**config.mk**
```make
export PLATFORM = sky130hd
export DESIGN_NAME = shadow_cmd_dma_read_flow
export DESIGN_NICKNAME = d
export VERILOG_FILES = /design/src/logic/shadow_flow_pkg.sv /design/src/logic/frame_if.sv /design/src/logic/reg_frame_tx.sv /design/src/logic/dma_writer.sv /design/src/logic/shadow_cmd_dma_read_flow.sv
export SDC_FILE = /design/constraint.sdc
export NUM_CORES = 1
export LEC_CHECK = 0
export ABC_CLOCK_PERIOD_IN_PS = 6100
export BUFFER_PORTS_ARGS = -buffer_cell sky130_fd_sc_hd__buf_2
export CORE_MARGIN = 1
export CORE_UTILIZATION = 45
export DETAILED_ROUTE_END_ITERATION = 16
export PLACE_DENSITY = 0.73
export SYNTH_ARGS = -nofsm -noshare
export SYNTH_HDL_FRONTEND = slang
export SYNTH_SLANG_ARGS = --single-unit
```
**constraint.sdc**
```tcl
create_clock -name i_core_clk -period 6.1 [get_ports i_core_clk]
set_clock_uncertainty 0.05 [all_clocks]
set_input_delay 1.22 -clock i_core_clk [delete_from_list [all_inputs] [get_ports i_core_clk]]
set_output_delay 1.22 -clock i_core_clk [all_outputs]
set_load 0.02 [all_outputs]
```
**src/logic/shadow_flow_pkg.sv**
```systemverilog
// Purpose: Shared constants for the shadow register command flow.
// Assumes: 32-bit frame words, one word per beat on the link side.
// Notes:   Offsets and field positions are used by the adapter top file and the bench.

package shadow_flow_pkg;

  // Register word offsets (byte addresses).
  localparam logic [7:0] ADDR_FEATURES  = 8'h00;
  localparam logic [7:0] ADDR_SECTORS   = 8'h04;
  localparam logic [7:0] ADDR_LBA       = 8'h08;
  localparam logic [7:0] ADDR_DEVICE    = 8'h0C;
  localparam logic [7:0] ADDR_CONTROL   = 8'h10;
  localparam logic [7:0] ADDR_COMMAND   = 8'h14;
  localparam logic [7:0] ADDR_STATUS    = 8'h18;
  localparam logic [7:0] ADDR_ERROR     = 8'h1C;
  localparam logic [7:0] ADDR_DMA_ADDR  = 8'h20;
  localparam logic [7:0] ADDR_DMA_CTRL  = 8'h24;
  localparam logic [7:0] ADDR_INT_STAT  = 8'h28;
  localparam logic [7:0] ADDR_INT_MASK  = 8'h2C;
  localparam logic [7:0] ADDR_DMA_COUNT = 8'h30;

  // Field positions.
  localparam int BUSY_BIT      = 7;
  localparam int DMA_RUN_BIT   = 0;
  localparam int DMA_DIR_BIT   = 1;
  localparam int DMA_ABORT_BIT = 2;
  localparam int FIS_INT_BIT   = 14;

  // Interrupt status bits.
  localparam int EV_DONE       = 0;
  localparam int EV_NODATA     = 1;
  localparam int EV_DATA       = 2;
  localparam int EV_WIDTH      = 3;

  // Frame type codes and lengths.
  localparam logic [7:0] FIS_REG_H2D = 8'h27;
  localparam logic [7:0] FIS_REG_D2H = 8'h34;
  localparam logic [7:0] FIS_DATA    = 8'h46;
  localparam logic [2:0] REG_FIS_WORDS = 3'h5;

  // Reset values.
  localparam logic [7:0]  STATUS_RESET = 8'h50;
  localparam logic [31:0] ZERO_WORD    = 32'h0000_0000;

endpackage : shadow_flow_pkg

```
**src/logic/frame_if.sv**
```systemverilog
// Purpose: Word stream with framing between the bridge and its sub-blocks.
// Assumes: One word per cycle while valid and ready are both high.
// Notes:   Last marks the final word of a frame.

`timescale 1ns/1ps

interface frame_if;
  logic        valid;
  logic        ready;
  logic        last;
  logic [31:0] data;

  modport src
  (
    output valid,
    output last,
    output data,
    input  ready
  );

  modport dst
  (
    input  valid,
    input  last,
    input  data,
    output ready
  );
endinterface : frame_if

```
**src/logic/reg_frame_tx.sv**
```systemverilog
// Purpose: Serialises a host-to-drive register frame from shadow contents.
// Assumes: Snapshot is taken on the start pulse and held until sent.
// Notes:   Five words, type code in the low byte of word zero.

`timescale 1ns/1ps

module reg_frame_tx
(
  input  wire logic        i_core_clk,
  input  wire logic        i_rst_n,
  input  wire logic        i_start,
  input  wire logic [31:0] i_words [5],
  frame_if.src             tx
);
  import shadow_flow_pkg::*;

  typedef struct packed {
    logic        active;
    logic [2:0]  idx;
    logic [159:0] snap;
  } tx_state_t;

  tx_state_t s_q;
  tx_state_t s_d;

  // Snapshot on start so later host writes cannot corrupt the frame.
  always_comb
  begin
    s_d = s_q;
    if (i_start && !s_q.active)
    begin
      s_d.active = 1'b1;
      s_d.idx    = 3'h0;
      s_d.snap   = {i_words[4], i_words[3], i_words[2], i_words[1],
                    i_words[0]};
    end
    else if (s_q.active && tx.ready)
    begin
      // Wrap to word zero so idle data never indexes past the snapshot.
      if (s_q.idx == REG_FIS_WORDS - 3'h1)
      begin
        s_d.active = 1'b0;
        s_d.idx    = 3'h0;
      end
      else
        s_d.idx = s_q.idx + 3'h1;
    end
  end

  always_ff @(posedge i_core_clk or negedge i_rst_n)
  begin
    if (!i_rst_n)
      s_q <= '0;
    else
      s_q <= s_d;
  end

  assign tx.valid = s_q.active;
  assign tx.last  = (s_q.idx == REG_FIS_WORDS - 3'h1);
  assign tx.data  = s_q.snap[32*s_q.idx +: 32];

endmodule : reg_frame_tx

```
**src/logic/dma_writer.sv**
```systemverilog
// Purpose: Armed DMA engine that writes received data words to memory.
// Assumes: Memory port accepts one word per cycle when ready.
// Notes:   Words arriving while not armed are drained and dropped.

`timescale 1ns/1ps

module dma_writer
(
  input  wire logic        i_core_clk,
  input  wire logic        i_rst_n,
  input  wire logic        i_load,
  input  wire logic [31:0] i_base,
  input  wire logic        i_armed,
  input  wire logic        i_mem_ready,
  frame_if.dst             rx,
  output logic             o_mem_we,
  output logic [31:0]      o_mem_addr,
  output logic [31:0]      o_mem_data,
  output logic [31:0]      o_count
);
  import shadow_flow_pkg::*;

  typedef struct packed {
    logic [31:0] addr;
    logic [31:0] count;
  } dma_state_t;

  dma_state_t s_q;
  dma_state_t s_d;
  logic       take;

  // Back-pressure reaches the link while armed and memory is busy.
  assign rx.ready = i_armed ? i_mem_ready : 1'b1;
  assign take     = rx.valid && i_armed && i_mem_ready;

  // Pointer advances one word per accepted beat.
  always_comb
  begin
    s_d = s_q;
    if (i_load)
    begin
      s_d.addr  = i_base;
      s_d.count = ZERO_WORD;
    end
    else if (take)
    begin
      s_d.addr  = s_q.addr + 32'h0000_0004;
      s_d.count = s_q.count + 32'h0000_0001;
    end
  end

  always_ff @(posedge i_core_clk or negedge i_rst_n)
  begin
    if (!i_rst_n)
      s_q <= '0;
    else
      s_q <= s_d;
  end

  assign o_mem_we   = take;
  assign o_mem_addr = s_q.addr;
  assign o_mem_data = rx.data;
  assign o_count    = s_q.count;

endmodule : dma_writer

```
**src/logic/shadow_cmd_dma_read_flow.sv**
```systemverilog
// Purpose: Host adapter bridge between shadow task-file registers and link.
// Assumes: Link frames arrive as 32-bit words with a last marker.
// Notes:   Registers reached over a plain strobe port; one clock domain.
//
// Added by the designer: strobed register access and the register offsets.

`timescale 1ns/1ps

module shadow_cmd_dma_read_flow
(
  input  wire logic        i_core_clk,
  input  wire logic        i_rst_n,
  input  wire logic [7:0]  i_addr,
  input  wire logic [31:0] i_wdata,
  input  wire logic        i_wr,
  input  wire logic        i_rd,
  output logic [31:0]      o_rdata,
  output logic             o_irq,
  input  wire logic        i_rx_valid,
  input  wire logic        i_rx_last,
  input  wire logic [31:0] i_rx_data,
  output logic             o_rx_ready,
  output logic             o_tx_valid,
  output logic             o_tx_last,
  output logic [31:0]      o_tx_data,
  input  wire logic        i_tx_ready,
  output logic             o_mem_we,
  output logic [31:0]      o_mem_addr,
  output logic [31:0]      o_mem_data,
  input  wire logic        i_mem_ready
);
  import shadow_flow_pkg::*;

  typedef enum logic [1:0] {ST_HDR, ST_DATA, ST_REG, ST_DROP} rx_phase_t;

  typedef struct packed {
    logic [7:0]  features;
    logic [15:0] sectors;
    logic [31:0] lba;
    logic [7:0]  device;
    logic [7:0]  control;
    logic [7:0]  command;
    logic [7:0]  status;
    logic [7:0]  error;
    logic [31:0] dma_base;
    logic [2:0]  dma_ctrl;
    logic        data_seen;
    logic [EV_WIDTH-1:0] int_stat;
    logic [EV_WIDTH-1:0] int_mask;
    rx_phase_t   phase;
    logic [2:0]  widx;
    logic        end_int;
    logic        send;
    logic        load;
    logic [31:0] rdata;
    logic        irq;
    logic        rx_ready;
    logic        tx_valid;
    logic        tx_last;
    logic [31:0] tx_data;
    logic        mem_we;
    logic [31:0] mem_addr;
    logic [31:0] mem_data;
  } top_state_t;

  top_state_t   s_q;
  top_state_t   s_d;
  logic [31:0]  words [5];
  logic [31:0]  dma_count;
  logic         dma_we;
  logic [31:0]  dma_addr;
  logic         rx_take;
  logic         dma_sel;
  logic         end_hdr;
  logic         end_word;

  // Internal word streams from the sender and towards the DMA engine.
  frame_if tx_bus ();
  frame_if dma_bus ();

  // Register decode used by the write path; reads decode with a case.
  function automatic logic hit(input logic [7:0] a, input logic [7:0] off);
    hit = (a == off);
  endfunction : hit

  // Frame type sits in the low byte of the header word.
  function automatic logic is_kind(input logic [31:0] w,
                                   input logic [7:0]  code);
    is_kind = (w[7:0] == code);
  endfunction : is_kind

  // Shadow contents laid out as a host-to-drive register frame.
  assign words[0] = {s_q.features, s_q.command, 8'h80, FIS_REG_H2D};
  assign words[1] = {s_q.device, s_q.lba[23:0]};
  assign words[2] = {s_q.features, s_q.lba[31:24], 16'h0000};
  assign words[3] = {s_q.control, 8'h00, s_q.sectors};
  assign words[4] = ZERO_WORD;

  reg_frame_tx u_tx
  (
    .i_core_clk (i_core_clk),
    .i_rst_n    (i_rst_n),
    .i_start    (s_q.send),
    .i_words    (words),
    .tx         (tx_bus.src)
  );

  // Data beats reach the engine only while a data frame is open, and only
  // when the link really takes them, so no word is written twice.
  assign dma_sel       = (s_q.phase == ST_DATA);
  assign dma_bus.valid = rx_take && dma_sel;
  assign dma_bus.last  = i_rx_last;
  assign dma_bus.data  = i_rx_data;
  assign rx_take       = i_rx_valid && s_q.rx_ready;

  // An ending frame closes on its last word, which may be the header itself.
  assign end_hdr  = (s_q.phase == ST_HDR) && is_kind(i_rx_data, FIS_REG_D2H);
  assign end_word = rx_take && i_rx_last && (s_q.phase == ST_REG || end_hdr);

  dma_writer u_dma
  (
    .i_core_clk  (i_core_clk),
    .i_rst_n     (i_rst_n),
    .i_load      (s_q.load),
    .i_base      (s_q.dma_base),
    .i_armed     (s_q.dma_ctrl[DMA_RUN_BIT]),
    .i_mem_ready (i_mem_ready),
    .rx          (dma_bus.dst),
    .o_mem_we    (dma_we),
    .o_mem_addr  (dma_addr),
    .o_mem_data  (),
    .o_count     (dma_count)
  );

  // A word leaves only while its registered copy is shown, so the drive
  // counts it once; the cost is an idle cycle between words.
  assign tx_bus.ready = i_tx_ready && s_q.tx_valid;

  // Next-state logic for registers, frame receiver and outputs.
  always_comb
  begin
    s_d          = s_q;
    // Strobes and the read answer last a single cycle.
    s_d.send     = 1'b0;
    s_d.load     = 1'b0;
    s_d.rdata    = ZERO_WORD;

    // Host register writes.
    if (i_wr)
    begin
      if (hit(i_addr, ADDR_FEATURES))  s_d.features = i_wdata[7:0];
      if (hit(i_addr, ADDR_SECTORS))   s_d.sectors  = i_wdata[15:0];
      if (hit(i_addr, ADDR_LBA))       s_d.lba      = i_wdata;
      if (hit(i_addr, ADDR_DEVICE))    s_d.device   = i_wdata[7:0];
      if (hit(i_addr, ADDR_CONTROL))   s_d.control  = i_wdata[7:0];
      if (hit(i_addr, ADDR_DMA_ADDR))  s_d.dma_base = i_wdata;
      if (hit(i_addr, ADDR_INT_MASK))
        s_d.int_mask = i_wdata[EV_WIDTH-1:0];
      if (hit(i_addr, ADDR_INT_STAT))
        s_d.int_stat = s_q.int_stat & ~i_wdata[EV_WIDTH-1:0];
      if (hit(i_addr, ADDR_DMA_CTRL))
      begin
        // Abort tears the engine down; run flag arms it with a fresh base.
        s_d.dma_ctrl = i_wdata[DMA_ABORT_BIT] ? 3'h0 : i_wdata[2:0];
        s_d.load     = i_wdata[DMA_RUN_BIT] && !i_wdata[DMA_ABORT_BIT];
      end
      // Command goes last; it marks busy and launches the frame.
      if (hit(i_addr, ADDR_COMMAND))
      begin
        s_d.command          = i_wdata[7:0];
        s_d.status[BUSY_BIT] = 1'b1;
        s_d.send             = 1'b1;
        s_d.data_seen        = 1'b0;
      end
    end

    // Host register reads, answered in the next cycle.
    if (i_rd)
    begin
      case (i_addr)
        ADDR_FEATURES:  s_d.rdata = {24'h000000, s_q.features};
        ADDR_SECTORS:   s_d.rdata = {16'h0000, s_q.sectors};
        ADDR_LBA:       s_d.rdata = s_q.lba;
        ADDR_DEVICE:    s_d.rdata = {24'h000000, s_q.device};
        ADDR_CONTROL:   s_d.rdata = {24'h000000, s_q.control};
        ADDR_COMMAND:   s_d.rdata = {24'h000000, s_q.command};
        ADDR_STATUS:    s_d.rdata = {24'h000000, s_q.status};
        ADDR_ERROR:     s_d.rdata = {24'h000000, s_q.error};
        ADDR_DMA_ADDR:  s_d.rdata = dma_addr;
        ADDR_DMA_CTRL:  s_d.rdata = {29'h0, s_q.dma_ctrl};
        ADDR_INT_STAT:  s_d.rdata = {29'h0, s_q.int_stat};
        ADDR_INT_MASK:  s_d.rdata = {29'h0, s_q.int_mask};
        ADDR_DMA_COUNT: s_d.rdata = dma_count;
        default:        s_d.rdata = ZERO_WORD;
      endcase
    end

    // Frame receiver; the header word picks the destination.
    if (rx_take)
    begin
      case (s_q.phase)
        ST_HDR:
        begin
          // Header word; a one-word frame also closes here.
          if (is_kind(i_rx_data, FIS_DATA))
          begin
            // Unarmed data is drained so the link never hangs.
            s_d.phase     = s_q.dma_ctrl[DMA_RUN_BIT] ? ST_DATA : ST_DROP;
            s_d.data_seen = 1'b1;
          end
          else if (is_kind(i_rx_data, FIS_REG_D2H))
          begin
            s_d.phase   = ST_REG;
            s_d.end_int = i_rx_data[FIS_INT_BIT];
            s_d.status  = i_rx_data[23:16];
            s_d.error   = i_rx_data[31:24];
            s_d.widx    = 3'h1;
          end
          else
            s_d.phase = ST_DROP;
          if (i_rx_last)
            s_d.phase = ST_HDR;
        end
        ST_REG:
        begin
          // Later words refresh the device, LBA and sector count registers.
          case (s_q.widx)
            3'h1:    {s_d.device, s_d.lba[23:0]} = i_rx_data;
            3'h2:    s_d.lba[31:24] = i_rx_data[7:0];
            3'h3:    s_d.sectors = i_rx_data[15:0];
            default: s_d.widx = s_q.widx;
          endcase
          s_d.widx = s_q.widx + 3'h1;
        end
        // Payload words pass by; the engine takes them in ST_DATA, ST_DROP drops them.
        ST_DATA:  s_d.phase = s_q.phase;
        ST_DROP:  s_d.phase = s_q.phase;
        default:  s_d.phase = ST_HDR;
      endcase
      if (i_rx_last && s_q.phase != ST_HDR)
        s_d.phase = ST_HDR;
      // Ending frame complete: raise events, set wins over clear.
      // Done follows the frame's own flag; no data seen raises the no-data event.
      if (end_word)
      begin
        if (s_q.phase == ST_REG ? s_q.end_int : i_rx_data[FIS_INT_BIT])
          s_d.int_stat[EV_DONE] = 1'b1;
        if (!s_q.data_seen)
          s_d.int_stat[EV_NODATA] = 1'b1;
      end
      // A closed data frame tells software that payload has landed.
      if (s_q.phase == ST_DATA && i_rx_last)
        s_d.int_stat[EV_DATA] = 1'b1;
    end

    // Receive ready follows the engine in a data frame.
    s_d.rx_ready = (s_d.phase == ST_DATA) ? dma_bus.ready : 1'b1;
    // Level interrupt from the next state, so the pin is a flip-flop.
    s_d.irq      = |(s_d.int_stat & s_d.int_mask);
    // Registered copies of the sender and engine outputs.
    s_d.tx_valid = tx_bus.valid && !(s_q.tx_valid && i_tx_ready);
    s_d.tx_last  = tx_bus.last;
    s_d.tx_data  = tx_bus.data;
    s_d.mem_we   = dma_we;
    s_d.mem_addr = dma_addr;
    s_d.mem_data = i_rx_data;
  end

  // One register stage holds every output and all state outside the sender and engine.
  always_ff @(posedge i_core_clk or negedge i_rst_n)
  begin
    if (!i_rst_n)
    begin
      s_q        <= '0;
      s_q.status <= STATUS_RESET;
      s_q.phase  <= ST_HDR;
    end
    else
      s_q <= s_d;
  end

  // Every output is a bit of the state register.
  assign o_rdata    = s_q.rdata;
  assign o_irq      = s_q.irq;
  assign o_rx_ready = s_q.rx_ready;
  assign o_tx_valid = s_q.tx_valid;
  assign o_tx_last  = s_q.tx_last;
  assign o_tx_data  = s_q.tx_data;
  assign o_mem_we   = s_q.mem_we;
  assign o_mem_addr = s_q.mem_addr;
  assign o_mem_data = s_q.mem_data;

endmodule : shadow_cmd_dma_read_flow

```
[Word level (Yosys, flattened, before mapping)]
Index checks and enable logic that the tools add are counted.
Storage, ports and cells
  bits of input ports: 80
  register bits: 439
  output and inout bits: 133
Operators by class
  equality and inequality tests: 23
  multiplexer cells: 52
  shift-type cells: 1
  reduce and logical (&&, ||, !) cells: 34
  bitwise gates (word level): 4
  $add $sub $neg: 4
Operators by type and width (count)
  32-bit case mux with 13 select lines: 1
  160-bit by 9-bit indexed part select with 32-bit output: 1
  64-bit 2-to-1 mux: 2
  56-bit 2-to-1 mux: 2
  16-bit 2-to-1 mux: 6
  32-bit 2-to-1 mux: 3
  73-bit 2-to-1 mux: 1
  8-bit by 6-bit equality test with 1-bit output (second input constant): 6
  32-bit by 1-bit adder with 32-bit output (second input constant): 1
  32-bit by 3-bit adder with 32-bit output (second input constant): 1
  8-bit by 5-bit equality test with 1-bit output (second input constant): 4
  8-bit 2-to-1 mux: 3
  4-bit 2-to-1 mux: 5
  8-bit by 4-bit equality test with 1-bit output (second input constant): 2
  2-bit 2-to-1 mux: 8
  1-bit logical AND: 14
  1-bit 2-to-1 mux: 14
  2-bit AND reduction: 6
  2-bit nonzero test: 5
  3-bit 2-to-1 mux: 3
  9-bit 2-to-1 mux: 1
  8-bit by 3-bit equality test with 1-bit output (second input constant): 1
  8-bit by 7-bit equality test with 1-bit output (second input constant): 1
  8-bit logical NOT: 1
  other kinds (19): 26

[Longest topological paths before layout]
  word-level depth: 9
  depth in mapped cells: 8
  mapped depth without buffers: 7

[Cells and area by module]
From an unflattened synthesis, not the netlist that was laid out.
Second synthesis, totals
  cell total of the unflattened synthesis: 1889
  area total of the unflattened synthesis: 23608.9 um^2
Modules (own cells, without submodules)
  shadow_cmd_dma_read_flow: instances 1, cells each 947, area an instance 11735.0 um^2
  reg_frame_tx: instances 1, cells each 512, area an instance 7996.4 um^2
  dma_writer: instances 1, cells each 430, area an instance 3877.5 um^2

[Worst setup path before layout]
OpenSTA, ideal clock, no wires.
  kind: input -> register
  from: input i_addr[1]
  to: register s_q[247] in the netlist's numbering
  data required time: 5.913 ns
  setup slack: 3.204 ns
  path buffers: 2
  stages on the path: 7
  arrival time: 2.709 ns
  cell sequence: buf_2 nor4b_2 nor2b_1 nand2_2 buf_2 mux2i_1 a21oi_1
RTL lines
  start, declared: RTL line shadow_cmd_dma_read_flow.sv:13  | input wire logic [7:0] i_addr,
  end, declared: RTL line shadow_cmd_dma_read_flow.sv:66  | top_state_t s_q;

[Final worst setup path]
  from: input i_addr[4]
  to: register s_q[154] in the netlist's numbering
On the way
  longest elaborated chain between the ends: 2
RTL lines
  8-bit by 6-bit equality test with 1-bit output: RTL line shadow_cmd_dma_read_flow.sv:83  | hit = (a == off);
  2-bit AND reduction (no source line)
Every way passes these cells.
A chain may end at the register's enable or synchronous reset.

==> key figures <==
Route
  – Drt wl/cell: between 20 and 25 um
  – Detail Route Antenna Nets: 0
  – DRT iter0 DRCs: between 1000 and 1500
  – Vias: around 14000
  – Residual DRC: 0
  – First drt pass iteration count: 6
  – Routed WL: 53.7 mm
  – Vias per cell: between 5 and 6

Cells and area
  – Nets: roughly 1900
  – Area grow syn2layout: 11.3%
  – Area taken by flip-flops and latches: around 11000 um^2
  – Fraction of layout cells with a size suffix above 1: a little over a fifth
  – Fin util: between 50% and 60%
  – Layout fillers: 3731
  – Area of the multi-input gates: around 7000 um^2
  – Final Cell Area: 21200 um^2

Logic synthesis
  – Synth area leaders: dfrtp_1 (56%), nand2_1 (6.8%), buf_4 (5.1%)
  – Gate Count Post-Synth: 1803
  – Post-synthesis register bit count: approximately 430
  – Top_reg_cell synth: dfrtp_1
  – Yosys cell types: 72
  – Synthesized area: 19100 um^2
  – Ys Warns: 0
  – Synth top area share: between 50% and 60%
  – Commonest cells post-synth: dfrtp_1 (425), nand2_1 (346), buf_4 (130)
  – Top cell type by total area after synthesis: dfrtp_1
  – Synth Area per Inst: 10.6 um^2
  – Mapped Nets: between 1500 and 2000
  – Most frequent cell after synthesis: dfrtp_1
  – Post-synth EDFFs: 0
  – Post-synthesis sequential area ratio: 56.1%
  – Post-synth ARST share: between 90% and 100%

Timing
  – Worst slew pin tran: around 1.2 ns
  – Final Max Tran Viols: 0
  – Fmax: roughly 280 MHz
  – Max-slew headroom: 18.8%
  – Minimum clock period: around 3.6 ns
  – Tcrit/Tclk final: just under 60%
  – Setup-failing EPs final: 0
  – RSZ-0062 raised after global routing: no
  – Fin Hold WS: just over 0.4 ns
  – Setup ws final: between 2 and 3 ns
  – Setup TNS: 0 ns
  – Final Hold Viols: 0

Clock tree
  – Root buffer cell: clkbuf_16
  – CTS H-tree lvls: 2
  – CTS sink cnt: approximately 430
  – Insertion delay to the later sink of the worst-skew pair: about 0.57 ns
  – Post-CTS Setup Bufs: 0
  – CTS tree: yes
  – Clock transition at the registers of the reported paths: 0.06 ns
  – CTS Hold Bufs: 0
  – CTS max path bufs: 3
  – Post-cts resize count: 0
  – Num CTS Buffers: 46

Die
  – Site row count: between 70 and 80
  – Chip height: between 200 and 250 um
  – Starting density of the core: 45.5%
  – Die Span X: 208 um
  – Total I/O pin count: around 210
  – Core ar.: 41900 um^2
  – Die ar.: 43200 um^2

Placement
  – PortBufs: ~210
  – DP Area: 19600 um^2
  – HPWL after detailed placement: approximately 38 mm
  – Worst slack, placed: 2.10 ns
  – GPL Wtd Cong: 0.884

Global route
  – First-pass GRT wire length: 82.3 mm
  – Initial antenna violation count: 2
  – Largest net degree at the start of global routing: between 100 and 150
  – GRT Resource Usage Total: 25.0%
  – Remaining global-route overflow: 0
  – Vias in the first global route: roughly 14000

Pwr
  – Leak: between 10 and 15 nW
  – Maximum VDD drop: 0.223 mV
  – Pwr Density: roughly 330 nW/um^2

Critical path
  – Worst path required time: ~6.5 ns
  – Worst endpoint data arrival time: around 4 ns
  – CP startpoint kind: input pin
  – WS Path Type: input pin to register
  – R2r setup slk: about 3.4 ns
  – CP Capture Type: register
  – CP max FO: 20

Status
  – Run status: finished clean

Flow run
  – Max cap viols: 0

Min path
  – Tightest Hold Check Type: register to register
==> final cells by class <==
| type | instances | area share (%) |
|---|---|---|
| clock inverter | 12 | 0.767 |
| clock buffer | 72 | 6.66 |
| sequential | 427 | 50.4 |
| tap | 539 | 3.18 |
| timing repair buffer | 230 | 5.80 |
| inverter | 21 | 0.372 |
| antenna | 1 | 0.0118 |
| multi-input combinational | 1131 | 32.8 |
==> report_power, final <==
part	total [mW]	switching [mW]	internal, mW
logic	0.760	0.465	0.294
clock network	2.88	1.12	1.76
registers	3.44	0.316	3.13
==> per-layer routing <==
layer | track usage [%] | wire (um) | up-vias
met5 | 0 | 0 | -
met4 | 10.0 | 2090 | 0
met3 | 6.64 | 4450 | 124
met2 | 39.2 | 24900 | 611
met1 | 33.1 | 22200 | 6938
li1 | - | - | 6161
==> worst max-delay path, cell delays in order <==
cell and delay, ns:
buf_2 0.19, nor4b_1 0.75, and2_1 0.69, buf_4 0.37, nand2_1 0.12, buf_4 0.26
mux2_1 0.34
==> logic make-up after synthesis <==
| logic type | after synthesis | synth area share, % |
|---|---|---|
| xor gates and xnor gates | 53 | 2.44 |
| adders and majority gates | 8 | 0.525 |
| DFF | 427 | 56.1 |
| and+or+nand+nor | 634 | 15.1 |
| AOI/OAI and AO/OA | 256 | 8.27 |
| muxes | 180 | 10.0 |
| buffers and inverters | 245 | 7.54 |
==> metrics by stage <==
| step | cells | total power [mW] |
|---|---|---|
| finish | 2433 | 7.08 |
| global route | 2433 | 7.35 |
| CTS | 2432 | 7.12 |
| detailed placement | 2348 | 4.24 |
| global placement | 2348 | 4.20 |
| floorplan | 1803 | 3.88 |
==> placed cells by master, fill, tap and decap left out, types with 5 or more instances in the layout <==
cell and count:
dfrtp_1 423, o21ai_0 54, nor2_1 126, buf_2 211, nand4_1 11, xor2_1 15
a31oi_1 12, ha_1 8, and4_1 10, buf_4 16, o21ai_1 5, mux2_2 81
and2_1 8, a21oi_1 90, nand2b_1 5, nor3_1 15, nand2_1 345, o31ai_1 7
clkinv_2 7, inv_1 21, clkbuf_16 49, a211oi_1 8, or4_1 6, nor4b_1 5
nor4_1 26, clkbuf_8 10, xnor2_1 38, clkbuf_1 13, mux2i_1 97, and3_1 8
nand3_1 29, a22oi_1 47
==> final timing paths <==
kind                                                  to  cells after the start                        startpoint
max                                 s_q[154]$_DFFE_PN0P_                      7                         i_addr[4]
min                             o_mem_addr[11]$_DFF_PN0_                      0  u_dma.o_mem_addr[11]$_DFFE_PN0N_
max reg2reg                u_dma.o_count[30]$_DFFE_PN0N_                      5                s_q[140]$_DFF_PN0_
min reg2reg                     o_mem_addr[11]$_DFF_PN0_                      0  u_dma.o_mem_addr[11]$_DFFE_PN0N_
max in group asynchronous           s_q[156]$_DFFE_PN0P_                      2                           i_rst_n
min in group asynchronous        o_mem_addr[3]$_DFF_PN0_                      1                           i_rst_n
==> flip-flops by register name (all words and copies together), names as in the netlist, 32 cells and up <==
name	flops
o_mem_addr	32
o_mem_data	32
o_rdata	32
o_tx_data	32
s_q	145
u_dma.o_count	32
u_dma.o_mem_addr	32
u_tx.s_q	84
No activity file was read; power rests on OpenSTA's default activity.
